### src/rtl/tfic_regs.vh
/*
  constants of the time-flag and identification command block: command codes,
  packet lengths, status bit position, reply lengths and reset values.
  assumes it is included by bare name from the block's design files.
*/
// Function
// - code 0x40 sets local-time flag, default on
// - enabled flag adds local offset to time
// - code 0x41 returns flag in bit 3
// - code 0x42 flag, enabled stores year yearly
// - code 0x4f returns part and revision characters
// - code 0xf4 returns 16-bit assembly number
// - code 0xf5 returns 16-bit fabrication number
// - code 0xf6 returns model string, byte 5 variant
// - code 0xf7 returns 32-bit serial number
// - identification values never change by packets
`ifndef TFIC_REGS_VH
`define TFIC_REGS_VH

// command codes
`define TFIC_CMD_REQ_DATA   8'h19
`define TFIC_CMD_SET_LOCAL  8'h40
`define TFIC_CMD_REQ_LOCAL  8'h41
`define TFIC_CMD_SET_YEAR   8'h42
`define TFIC_CMD_FW_PART    8'h4F
`define TFIC_CMD_ASSEMBLY   8'hF4
`define TFIC_CMD_FAB        8'hF5
`define TFIC_CMD_MODEL      8'hF6
`define TFIC_CMD_SERIAL     8'hF7

// flag byte values
`define TFIC_FLAG_OFF       8'h00
`define TFIC_FLAG_ON        8'h01

// flag reset values
`define TFIC_LOCAL_RST      1'b1
`define TFIC_YEAR_RST       1'b1

// status byte: position of the local-time observe flag
`define TFIC_STAT_LOCAL_BIT 3

// packet length of a flag-setting command, in bytes
`define TFIC_FLAG_PKT_LEN   2'h2

// reply lengths in bytes, code byte included
`define TFIC_LEN_STATUS     4'h2
`define TFIC_LEN_FW         4'hC
`define TFIC_LEN_ASSY       4'h3
`define TFIC_LEN_FAB        4'h3
`define TFIC_LEN_MODEL      4'h9
`define TFIC_LEN_SERIAL     4'h5

// reply buffer geometry
`define TFIC_BUF_DEPTH      16
`define TFIC_BUF_AW         4

`endif

### src/rtl/tfic_reply_mem.v
/*
  small reply buffer: one write port, one read port with registered data.
  assumes a single clock; write and read addresses come from the same domain.
*/
`timescale 1ns/1ps
module tfic_reply_mem #(
  parameter AW    = 4,                // address width
  parameter DEPTH = 16,               // number of bytes held
  parameter DW    = 8                 // data width
) (
  input  wire          clk_sys,       // system clock
  input  wire          wr_en,         // write strobe
  input  wire [AW-1:0] wr_addr,       // write address
  input  wire [DW-1:0] wr_data,       // write data
  input  wire [AW-1:0] rd_addr,       // read address
  output reg  [DW-1:0] rd_data        // read data, one cycle after address
);

  reg [DW-1:0] mem [0:DEPTH-1];       // byte storage

  // write port
  always @(posedge clk_sys)
  begin
    if (wr_en)
    begin
      mem[wr_addr] <= wr_data;
    end
  end

  // registered read port
  always @(posedge clk_sys)
  begin
    rd_data <= mem[rd_addr];
  end

endmodule

### src/rtl/tfic_time_adj.v
/*
  local-time adjuster: adds the programmed offset to the reported time while
  local time is observed, else passes the time through; output is registered.
  assumes time and offset are in the same unit and on the system clock.
*/
`timescale 1ns/1ps
module tfic_time_adj #(
  parameter TW = 32                   // time word width
) (
  input  wire          clk_sys,       // system clock
  input  wire          sys_rst,       // synchronous reset, active high
  input  wire          local_en,      // local-time observe flag
  input  wire [TW-1:0] time_in,       // reference time
  input  wire [TW-1:0] offset_in,     // local offset, two's complement
  output reg  [TW-1:0] time_out       // reported time
);

  wire [TW-1:0] sum_time;             // time with offset applied

  // wraps modulo 2^TW, the offset is signed
  assign sum_time = time_in + offset_in;

  // choose adjusted or plain time
  always @(posedge clk_sys)
  begin
    if (sys_rst)
    begin
      time_out <= {TW{1'b0}};
    end
    else if (local_en)
    begin
      time_out <= sum_time;
    end
    else
    begin
      time_out <= time_in;
    end
  end

endmodule

### src/rtl/tfic_top.v
/*
  command interpreter slice for the local-time and year flags and the
  identification queries of the time_frequency_processor. host packets
  arrive a byte at a time with valid/ready and a last marker; query replies
  are built into a buffer and streamed out when the data-request code comes.
  assumes the packet stream and the time and year inputs share clk_sys; only
  the variant strap pin is asynchronous and is synchronised here.
*/
`timescale 1ns/1ps
`include "tfic_regs.vh"
module tfic_top #(
  parameter [47:0] PART_ID  = 48'h58_58_30_30_30_30, // arbitrary value
  parameter [39:0] FW_REV   = 40'h30_30_30_30_31,    // arbitrary value
  parameter [15:0] ASSY_NUM = 16'h0001,              // arbitrary value
  parameter [15:0] FAB_NUM  = 16'h0002,              // arbitrary value
  parameter [63:0] MODEL    = 64'h4D_44_4C_30_30_50_43_49, // arbitrary value
  parameter [7:0]  CH_TCODE = 8'h35,                 // arbitrary value
  parameter [7:0]  CH_GPS   = 8'h37,                 // arbitrary value
  parameter [31:0] SERIAL   = 32'h0000_0001,         // arbitrary value
  parameter        TW       = 32                     // time word width
) (
  input  wire          clk_sys,       // system clock, 50 MHz
  input  wire          sys_rst,       // synchronous reset, active high
  input  wire          cmd_valid,     // packet byte offered
  input  wire [7:0]    cmd_data,      // packet byte
  input  wire          cmd_last,      // last byte of the packet
  output wire          cmd_ready,     // packet byte accepted
  output wire          rsp_valid,     // reply byte offered
  output wire [7:0]    rsp_data,      // reply byte, from a register
  output wire          rsp_last,      // last byte of the reply
  input  wire          rsp_ready,     // reply byte taken by host
  input  wire          variant_pin,   // strap: high for the satellite variant
  input  wire [TW-1:0] time_in,       // reference time
  input  wire [TW-1:0] local_offset,  // programmed local offset
  output wire [TW-1:0] time_out,      // reported time
  output reg           local_en,      // local-time observe flag
  output reg           year_auto_en,  // year auto increment flag
  input  wire          year_start,    // pulse at the start of a year
  input  wire [15:0]   year_value,    // current year
  output reg           nv_wr_req,     // year store request, held until ack
  output reg  [15:0]   nv_year,       // year value to store
  input  wire          nv_wr_ack      // store accepted
);

  // fsm states
  localparam [1:0] S_RX    = 2'h0;    // receiving packets
  localparam [1:0] S_BUILD = 2'h1;    // writing a reply into the buffer
  localparam [1:0] S_LOAD  = 2'h2;    // buffer read latency
  localparam [1:0] S_SEND  = 2'h3;    // offering a reply byte

  reg  [1:0]  state;                  // current state
  reg  [1:0]  next_state;             // next state
  reg  [1:0]  rx_cnt;                 // bytes so far in packet, saturating
  reg  [7:0]  rx_code;                // byte 0 of the packet
  reg  [7:0]  rx_flag;                // byte 1 of the packet
  reg  [7:0]  rpl_code;               // code of the buffered reply
  reg  [3:0]  rpl_len;                // length of the buffered reply
  reg         rpl_ok;                 // a reply is buffered
  reg  [3:0]  bld_idx;                // byte being built
  reg  [3:0]  rd_idx;                 // byte being read out
  reg         var_meta;               // strap synchroniser, first stage
  reg         var_sync;               // strap synchroniser, second stage
  reg         var_cap;                // captured variant
  reg         var_done;               // variant captured since reset
  wire        rx_take;                // packet byte accepted this cycle
  wire        pkt_end;                // last byte accepted this cycle
  wire [7:0]  pkt_code;               // code of the ending packet
  wire [7:0]  pkt_flag;               // flag byte of the ending packet
  wire [1:0]  pkt_len;                // length of the ending packet
  wire        flag_ok;                // flag packet is well formed
  wire        is_query;               // ending packet is a query
  wire [7:0]  bld_byte;               // reply byte for the buffer
  wire        bld_wr;                 // buffer write strobe
  wire [3:0]  rd_addr;                // buffer read address

  // length of the reply to a query code, zero when not a query
  function [3:0] reply_len;
    input [7:0] code;                 // command code
    begin
      case (code)
        `TFIC_CMD_REQ_LOCAL: reply_len = `TFIC_LEN_STATUS;
        `TFIC_CMD_FW_PART:   reply_len = `TFIC_LEN_FW;
        `TFIC_CMD_ASSEMBLY:  reply_len = `TFIC_LEN_ASSY;
        `TFIC_CMD_FAB:       reply_len = `TFIC_LEN_FAB;
        `TFIC_CMD_MODEL:     reply_len = `TFIC_LEN_MODEL;
        `TFIC_CMD_SERIAL:    reply_len = `TFIC_LEN_SERIAL;
        default:             reply_len = 4'h0;
      endcase
    end
  endfunction

  // one byte of a reply; the frame holds byte 0 in its top eight bits
  function [7:0] reply_byte;
    input [7:0] code;                 // command code
    input [3:0] idx;                  // byte index within the reply
    input       flag;                 // local-time observe flag
    input       gps;                  // satellite variant
    reg   [95:0] frame;               // whole reply, left aligned
    reg   [95:0] shifted;             // frame moved to the wanted byte
    begin
      case (code)
        `TFIC_CMD_REQ_LOCAL:
          frame = {code, 4'h0, flag, 3'h0, 80'h0};
        `TFIC_CMD_FW_PART:
          frame = {code, PART_ID, FW_REV};
        `TFIC_CMD_ASSEMBLY:
          frame = {code, ASSY_NUM, 72'h0};
        `TFIC_CMD_FAB:
          frame = {code, FAB_NUM, 72'h0};
        `TFIC_CMD_MODEL:
          frame = {code, MODEL[63:32], (gps ? CH_GPS : CH_TCODE), MODEL[23:0], 24'h0};
        `TFIC_CMD_SERIAL:
          frame = {code, SERIAL, 56'h0};
        default:
          frame = 96'h0;
      endcase
      shifted    = frame << {idx, 3'h0};
      reply_byte = shifted[95:88];
    end
  endfunction

  // packet bytes are accepted only while idle in receive
  assign cmd_ready = (state == S_RX);
  assign rx_take   = cmd_valid & cmd_ready;
  assign pkt_end   = rx_take & cmd_last;

  // the ending byte may itself be byte 0 or byte 1
  assign pkt_code = (rx_cnt == 2'h0) ? cmd_data : rx_code;
  assign pkt_flag = (rx_cnt == 2'h1) ? cmd_data : rx_flag;
  assign pkt_len  = (rx_cnt == 2'h3) ? 2'h3 : (rx_cnt + 2'h1);

  // a flag packet is exactly two bytes carrying 0 or 1
  assign flag_ok  = (pkt_len == `TFIC_FLAG_PKT_LEN) &&
                    ((pkt_flag == `TFIC_FLAG_OFF) || (pkt_flag == `TFIC_FLAG_ON));
  assign is_query = (reply_len(pkt_code) != 4'h0);

  // byte counting and capture of the packet header bytes
  always @(posedge clk_sys)
  begin
    if (sys_rst)
    begin
      rx_cnt  <= 2'h0;
      rx_code <= 8'h00;
      rx_flag <= 8'h00;
    end
    else if (rx_take)
    begin
      if (rx_cnt == 2'h0)
        rx_code <= cmd_data;          // code byte
      if (rx_cnt == 2'h1)
        rx_flag <= cmd_data;          // flag byte
      if (cmd_last)
        rx_cnt <= 2'h0;               // next byte opens a packet
      else if (rx_cnt != 2'h3)
        rx_cnt <= rx_cnt + 2'h1;      // saturates so long packets never wrap
    end
  end

  // local-time observe flag
  always @(posedge clk_sys)
  begin
    if (sys_rst)
      local_en <= `TFIC_LOCAL_RST;
    else if (pkt_end && (pkt_code == `TFIC_CMD_SET_LOCAL) && flag_ok)
      local_en <= pkt_flag[0];
  end

  // year auto increment flag
  always @(posedge clk_sys)
  begin
    if (sys_rst)
      year_auto_en <= `TFIC_YEAR_RST;
    else if (pkt_end && (pkt_code == `TFIC_CMD_SET_YEAR) && flag_ok)
      year_auto_en <= pkt_flag[0];
  end

  // year store request: raised at the year start, held until acknowledged;
  // a new year start in the ack cycle wins so the event is not lost
  always @(posedge clk_sys)
  begin
    if (sys_rst)
    begin
      nv_wr_req <= 1'b0;
      nv_year   <= 16'h0000;
    end
    else if (year_start && year_auto_en)
    begin
      nv_wr_req <= 1'b1;
      nv_year   <= year_value;
    end
    else if (nv_wr_ack)
    begin
      nv_wr_req <= 1'b0;
    end
  end

  // variant strap: two flip-flops, then one capture after reset release
  always @(posedge clk_sys)
  begin
    var_meta <= variant_pin;
    var_sync <= var_meta;
  end

  // identity never moves after capture, whatever packets arrive
  always @(posedge clk_sys)
  begin
    if (sys_rst)
    begin
      var_cap  <= 1'b0;
      var_done <= 1'b0;
    end
    else if (!var_done)
    begin
      var_cap  <= var_sync;
      var_done <= 1'b1;
    end
  end

  // next-state logic
  always @*
  begin
    next_state = state;
    case (state)
      S_RX:
      begin
        if (pkt_end && is_query)
          next_state = S_BUILD;       // build the query reply
        else if (pkt_end && (pkt_code == `TFIC_CMD_REQ_DATA) && rpl_ok)
          next_state = S_LOAD;
      end
      S_BUILD:
        if (bld_idx == rpl_len - 4'h1)
          next_state = S_RX;          // reply complete
      S_LOAD:
        next_state = S_SEND;          // buffer data now valid
      S_SEND:
      begin
        if (rsp_ready && (rd_idx == rpl_len - 4'h1))
          next_state = S_RX;          // reply fully taken
        else if (rsp_ready)
          next_state = S_LOAD;        // fetch next byte
      end
      default:
        next_state = S_RX;
    endcase
  end

  // state register
  always @(posedge clk_sys)
  begin
    if (sys_rst)
      state <= S_RX;
    else
      state <= next_state;
  end

  // reply bookkeeping: code, length, build and read indexes
  always @(posedge clk_sys)
  begin
    if (sys_rst)
    begin
      rpl_code <= 8'h00;
      rpl_len  <= 4'h0;
      rpl_ok   <= 1'b0;
      bld_idx  <= 4'h0;
      rd_idx   <= 4'h0;
    end
    else
    begin
      case (state)
        S_RX:
        begin
          if (pkt_end && is_query)
          begin
            rpl_code <= pkt_code;     // new query replaces the old reply
            rpl_len  <= reply_len(pkt_code);
            rpl_ok   <= 1'b0;
            bld_idx  <= 4'h0;
          end
          rd_idx <= 4'h0;             // reads always start at byte 0
        end
        S_BUILD:
        begin
          if (bld_idx == rpl_len - 4'h1)
          begin
            rpl_ok <= 1'b1;           // reply may now be fetched
          end
          bld_idx <= bld_idx + 4'h1;
        end
        S_SEND:
        begin
          if (rsp_ready)
          begin
            rd_idx <= rd_idx + 4'h1;
          end
        end
        default:
        begin
          rd_idx <= rd_idx;
        end
      endcase
    end
  end

  // buffer write side
  assign bld_wr   = (state == S_BUILD);
  assign bld_byte = reply_byte(rpl_code, bld_idx, local_en, var_cap);
  assign rd_addr  = rd_idx;

  // reply buffer
  tfic_reply_mem #(
    .AW    (`TFIC_BUF_AW),
    .DEPTH (`TFIC_BUF_DEPTH),
    .DW    (8)
  ) u_mem (
    .clk_sys (clk_sys),
    .wr_en   (bld_wr),
    .wr_addr (bld_idx),
    .wr_data (bld_byte),
    .rd_addr (rd_addr),
    .rd_data (rsp_data)
  );

  // reply stream toward the host
  assign rsp_valid = (state == S_SEND);
  assign rsp_last  = (state == S_SEND) && (rd_idx == rpl_len - 4'h1);

  // local time applied to the reported time
  tfic_time_adj #(
    .TW (TW)
  ) u_adj (
    .clk_sys   (clk_sys),
    .sys_rst   (sys_rst),
    .local_en  (local_en),
    .time_in   (time_in),
    .offset_in (local_offset),
    .time_out  (time_out)
  );

endmodule

### config.mk
export PLATFORM = sky130hd
export DESIGN_NAME = tfic_top
export DESIGN_NICKNAME = d
export VERILOG_FILES = /design/src/rtl/tfic_reply_mem.v /design/src/rtl/tfic_time_adj.v /design/src/rtl/tfic_top.v
export VERILOG_INCLUDE_DIRS = /design/src /design/src/rtl
export SDC_FILE = /design/constraint.sdc
export NUM_CORES = 1
export LEC_CHECK = 0
export ABC_AREA = 1
export BUFFER_PORTS_ARGS = -buffer_cell sky130_fd_sc_hd__buf_4
export CORE_MARGIN = 2
export CORE_UTILIZATION = 53
export CTS_CLUSTER_DIAMETER = 40
export DETAILED_ROUTE_END_ITERATION = 7
export PLACE_DENSITY = 0.86
export SLEW_MARGIN = 20
export SYNTH_ARGS = -nofsm -noshare
export SYNTH_HDL_FRONTEND = slang
export SYNTH_SLANG_ARGS = --single-unit
### constraint.sdc
create_clock -name clk_sys -period 2.2 [get_ports clk_sys]
set_input_delay 0.44 -clock clk_sys [delete_from_list [all_inputs] [get_ports clk_sys]]
set_output_delay 0.44 -clock clk_sys [all_outputs]
set_load 0.02 [all_outputs]
==> impl_metrics.csv <==
group,metric,value,unit
status,outcome,"complete, but fails checks",
status,violations,"setup timing",
cells_and_area,areaGrowthSynthToFinish,28.2,%
worst_setup_path,cp-end-kind,"primary output",
synth,yosysSeqAreaShare,0.498,
die,fp.dieArea,23500,µm²
synth,ys_async_sr_fraction,0,
cells_and_area,final_cell_mix,"252 x buf_4, 233 x nor2_1, 194 x nand2_1, 132 x inv_1, 128 x edfxtp_1",
timing,setup_violations,1,
synth,synth-edff-count,128,
clock_tree,cts.htree.levels,2,
worst_setup_path,critPathRequiredTime,1.76,ns
drt,via_per_inst,5.58,
power_and_ir_drop,leakagePower,6.63,nW
cells_and_area,final_common_cell,"buf_4",
placed_design,dpl.hpwl,22.3,mm
global_routing,grt_first_pass_wirelength,51.9,mm
placed_design,io_buffer_count,157,
synth,syn-cell-area,11800,µm²
clock_tree,clock_path_buffers,3,
timing,fin_ws,-0.305,ns
drt,remaining_drc_errors,0,
power_and_ir_drop,power.density,851,nW/µm²
worst_hold_path,hp-class,"in2reg",
timing,drv_slew,0,
timing,finClkSkew,0.0297,ns
clock_tree,ctsHoldBuffers,0,
cells_and_area,nets,1747,
global_routing,grt_max_degree,68,
timing,period_needed,2.51,ns
worst_setup_path,worst_path_max_delay_cell,"dfxtp_2",
clock_tree,cts_tree,"built",
drt,drt_iter0_markers,879,
cells_and_area,diodes,0,
timing,relSlewSlack,0.440,
global_routing,antenna_found_initial,0,
power_and_ir_drop,total_power,12.9,mW
worst_setup_path,worstPathCellList,"inv_2 -> ha_4 -> xor2_1 -> nand3_1 -> nor3b_2 -> nand2_1 -> nor2_2 -> buf_6",
run,maxCapViolCount,0,
global_routing,grt-ovfl-total,0,
die,core_area,21800,µm²
drt,wire_per_inst,17.2,µm
worst_setup_path,start_kind,"flop",
drt,vias,10700,
cells_and_area,layout-drive-gt1-share,0.237,
global_routing,grt_usage,0.272,
die,rows,54,
synth,syn_nets,1502,
timing,fmax,399,MHz
clock_tree,clk_pin_slew,0.06,ns
clock_tree,clk_latency,0.52,ns
worst_setup_path,worst_ep_arrival_time,2.07,ns
synth,yosysUniqueCellTypes,53,
worst_setup_path,crit_type,"reg2out",
die,ios,158,
die,start_util,0.541,
die,die_h,153,µm
synth,synth_warnings,0,
timing,fin_crit_sh,1.14,
drt,firstDrtPassIters,5,
synth,synthCells,1365,
synth,ys_ff_latch,230,
worst_setup_path,cpPeakStageDelay,0.35,ns
drt,routed_wl,32.8,mm
placed_design,place_area,13900,µm²
placed_design,gp_congestion,0.936,
cells_and_area,fin_area,15100,µm²
timing,worstMarginPinSlew,0.837,ns
timing,rsz0062_at_grt,"true",
power_and_ir_drop,max-vdd-ir-drop,0.000576,V
die,die_w,153,µm
synth,syn_avg_cell_area,8.65,µm²
worst_setup_path,crit_fanout,3,
clock_tree,cts.sink_count,230,
clock_tree,numCtsBuffers,34,
synth,yosys_most_used_dff,"edfxtp_1",
timing,hold_violations,0,
drt,ant_nets,0,
global_routing,grt_pass1_vias,10600,
clock_tree,clock_tree.root_cell,"clkbuf_16",
==> where the power goes <==
part / internal, mW / total (mW) / switching, mW
combinational: 1.03 / 2.54 / 1.52
sequential: 4.79 / 4.93 / 0.134
clock: 3.35 / 5.42 / 2.06
==> logic make-up after synthesis <==
kind of cell,count (synthesis),share of synthesized area
xor gates and xnor gates,21,0.0156
and+or+nand+nor,571,0.209
muxes,24,0.0203
adders and majority gates,41,0.0441
AOI/OAI and AO/OA,289,0.148
DFF,230,0.498
buffers and inverters,189,0.0643
==> Yosys cell counts, types with 2 or more instances <==
master	count	area (µm²)
buf_1	3	11.3
o21bai_1	7	52.6
inv_2	2	7.51
clkbuf_1	37	139
nor4_1	5	31.3
inv_1	135	507
nand2_4	7	78.8
nor2_4	2	22.5
o22ai_1	2	12.5
a21boi_0	2	15.0
nand2_1	195	732
nand4_1	13	81.3
nor2_1	234	878
nand3_1	58	290
ha_1	40	500
buf_2	6	30.0
clkinv_1	2	7.51
a21oi_1	74	370
nor3b_1	2	15.0
o32ai_1	8	70.1
o21ai_1	5	25.0
edfxtp_1	128	3840
a21oi_2	8	70.1
o211ai_1	13	97.6
or2_2	3	18.8
xor2_1	15	131
mux2i_1	24	240
xnor2_1	6	52.6
nand3_2	5	50.1
nand2_2	24	150
o221ai_1	25	219
a211oi_1	4	30.0
buf_6	2	22.5
a21o_1	4	30.0
nor3_1	19	95.1
o21ai_0	121	606
dfxtp_1	102	2040
o2111ai_1	2	17.5
o21a_1	6	45.0
o21ai_2	2	17.5
==> state kept, by name (all words and copies together) (netlist names), 6 cells and up <==
name,cells
nv_year,16
rx_flag,6
u_mem.rd_data,8
rx_code,8
rpl_code,8
u_mem.mem,128
u_adj.time_out,32
==> per-stage QoR <==
step           setup TNS [ns]  setup WS, ns  hold slack (ns)  std cells   util
5_1_grt                -0.497        -0.409           0.0551       1914  0.694
2_1_floorplan               0        0.0213            0.310       1365      -
3_5_place_dp           -0.844        -0.123            0.351       1850  0.637
6_report               -0.305        -0.305           0.0674       1914  0.694
3_3_place_gp           -0.258       -0.0704            0.358       1850  0.637
4_1_cts                -0.275        -0.275           0.0559       1913  0.691
==> cell type report <==
cell class,count,area (µm²)
inverters,139,524
well taps,280,350
clock inverters,21,241
clock buffers,39,901
flip-flops and latches,230,5890
fillers,1611,6680
multi-input cells,946,5220
repair buffers,259,2010
==> final timing paths <==
check              start  slack [ns]       end  cells past startpoint
max reg2reg    rx_cnt[1]        0.11  state[1]                     15
max           rpl_len[0]       -0.31  rsp_last                      8
min reg2reg     var_meta        0.35  var_sync                      0
min          variant_pin        0.07  var_meta                      1
==> routing by layer <==
metal	track usage	vias up	wire length (µm)
li1	-	5149	-
met1	0.327	4962	12900
met2	0.487	470	16500
met3	0.0442	90	2280
met4	0.105	0	1180
met5	0	-	0
==> worst max-delay path, delay by kind of cell, from the launching register on <==
family        cells  cell delay, ns
buf+inv           2            0.20
xor+xnor          1            0.13
flops             1            0.35
simple gates      4            0.59
fa+ha+maj         1            0.27
==> what timing repair did <==
item	in CTS	in global routing
setup buffers	3	1
pin swaps	5	5
gates resized for setup	8	13
setup endpoints to repair	6	27
(Power assumes the default switching activity.)
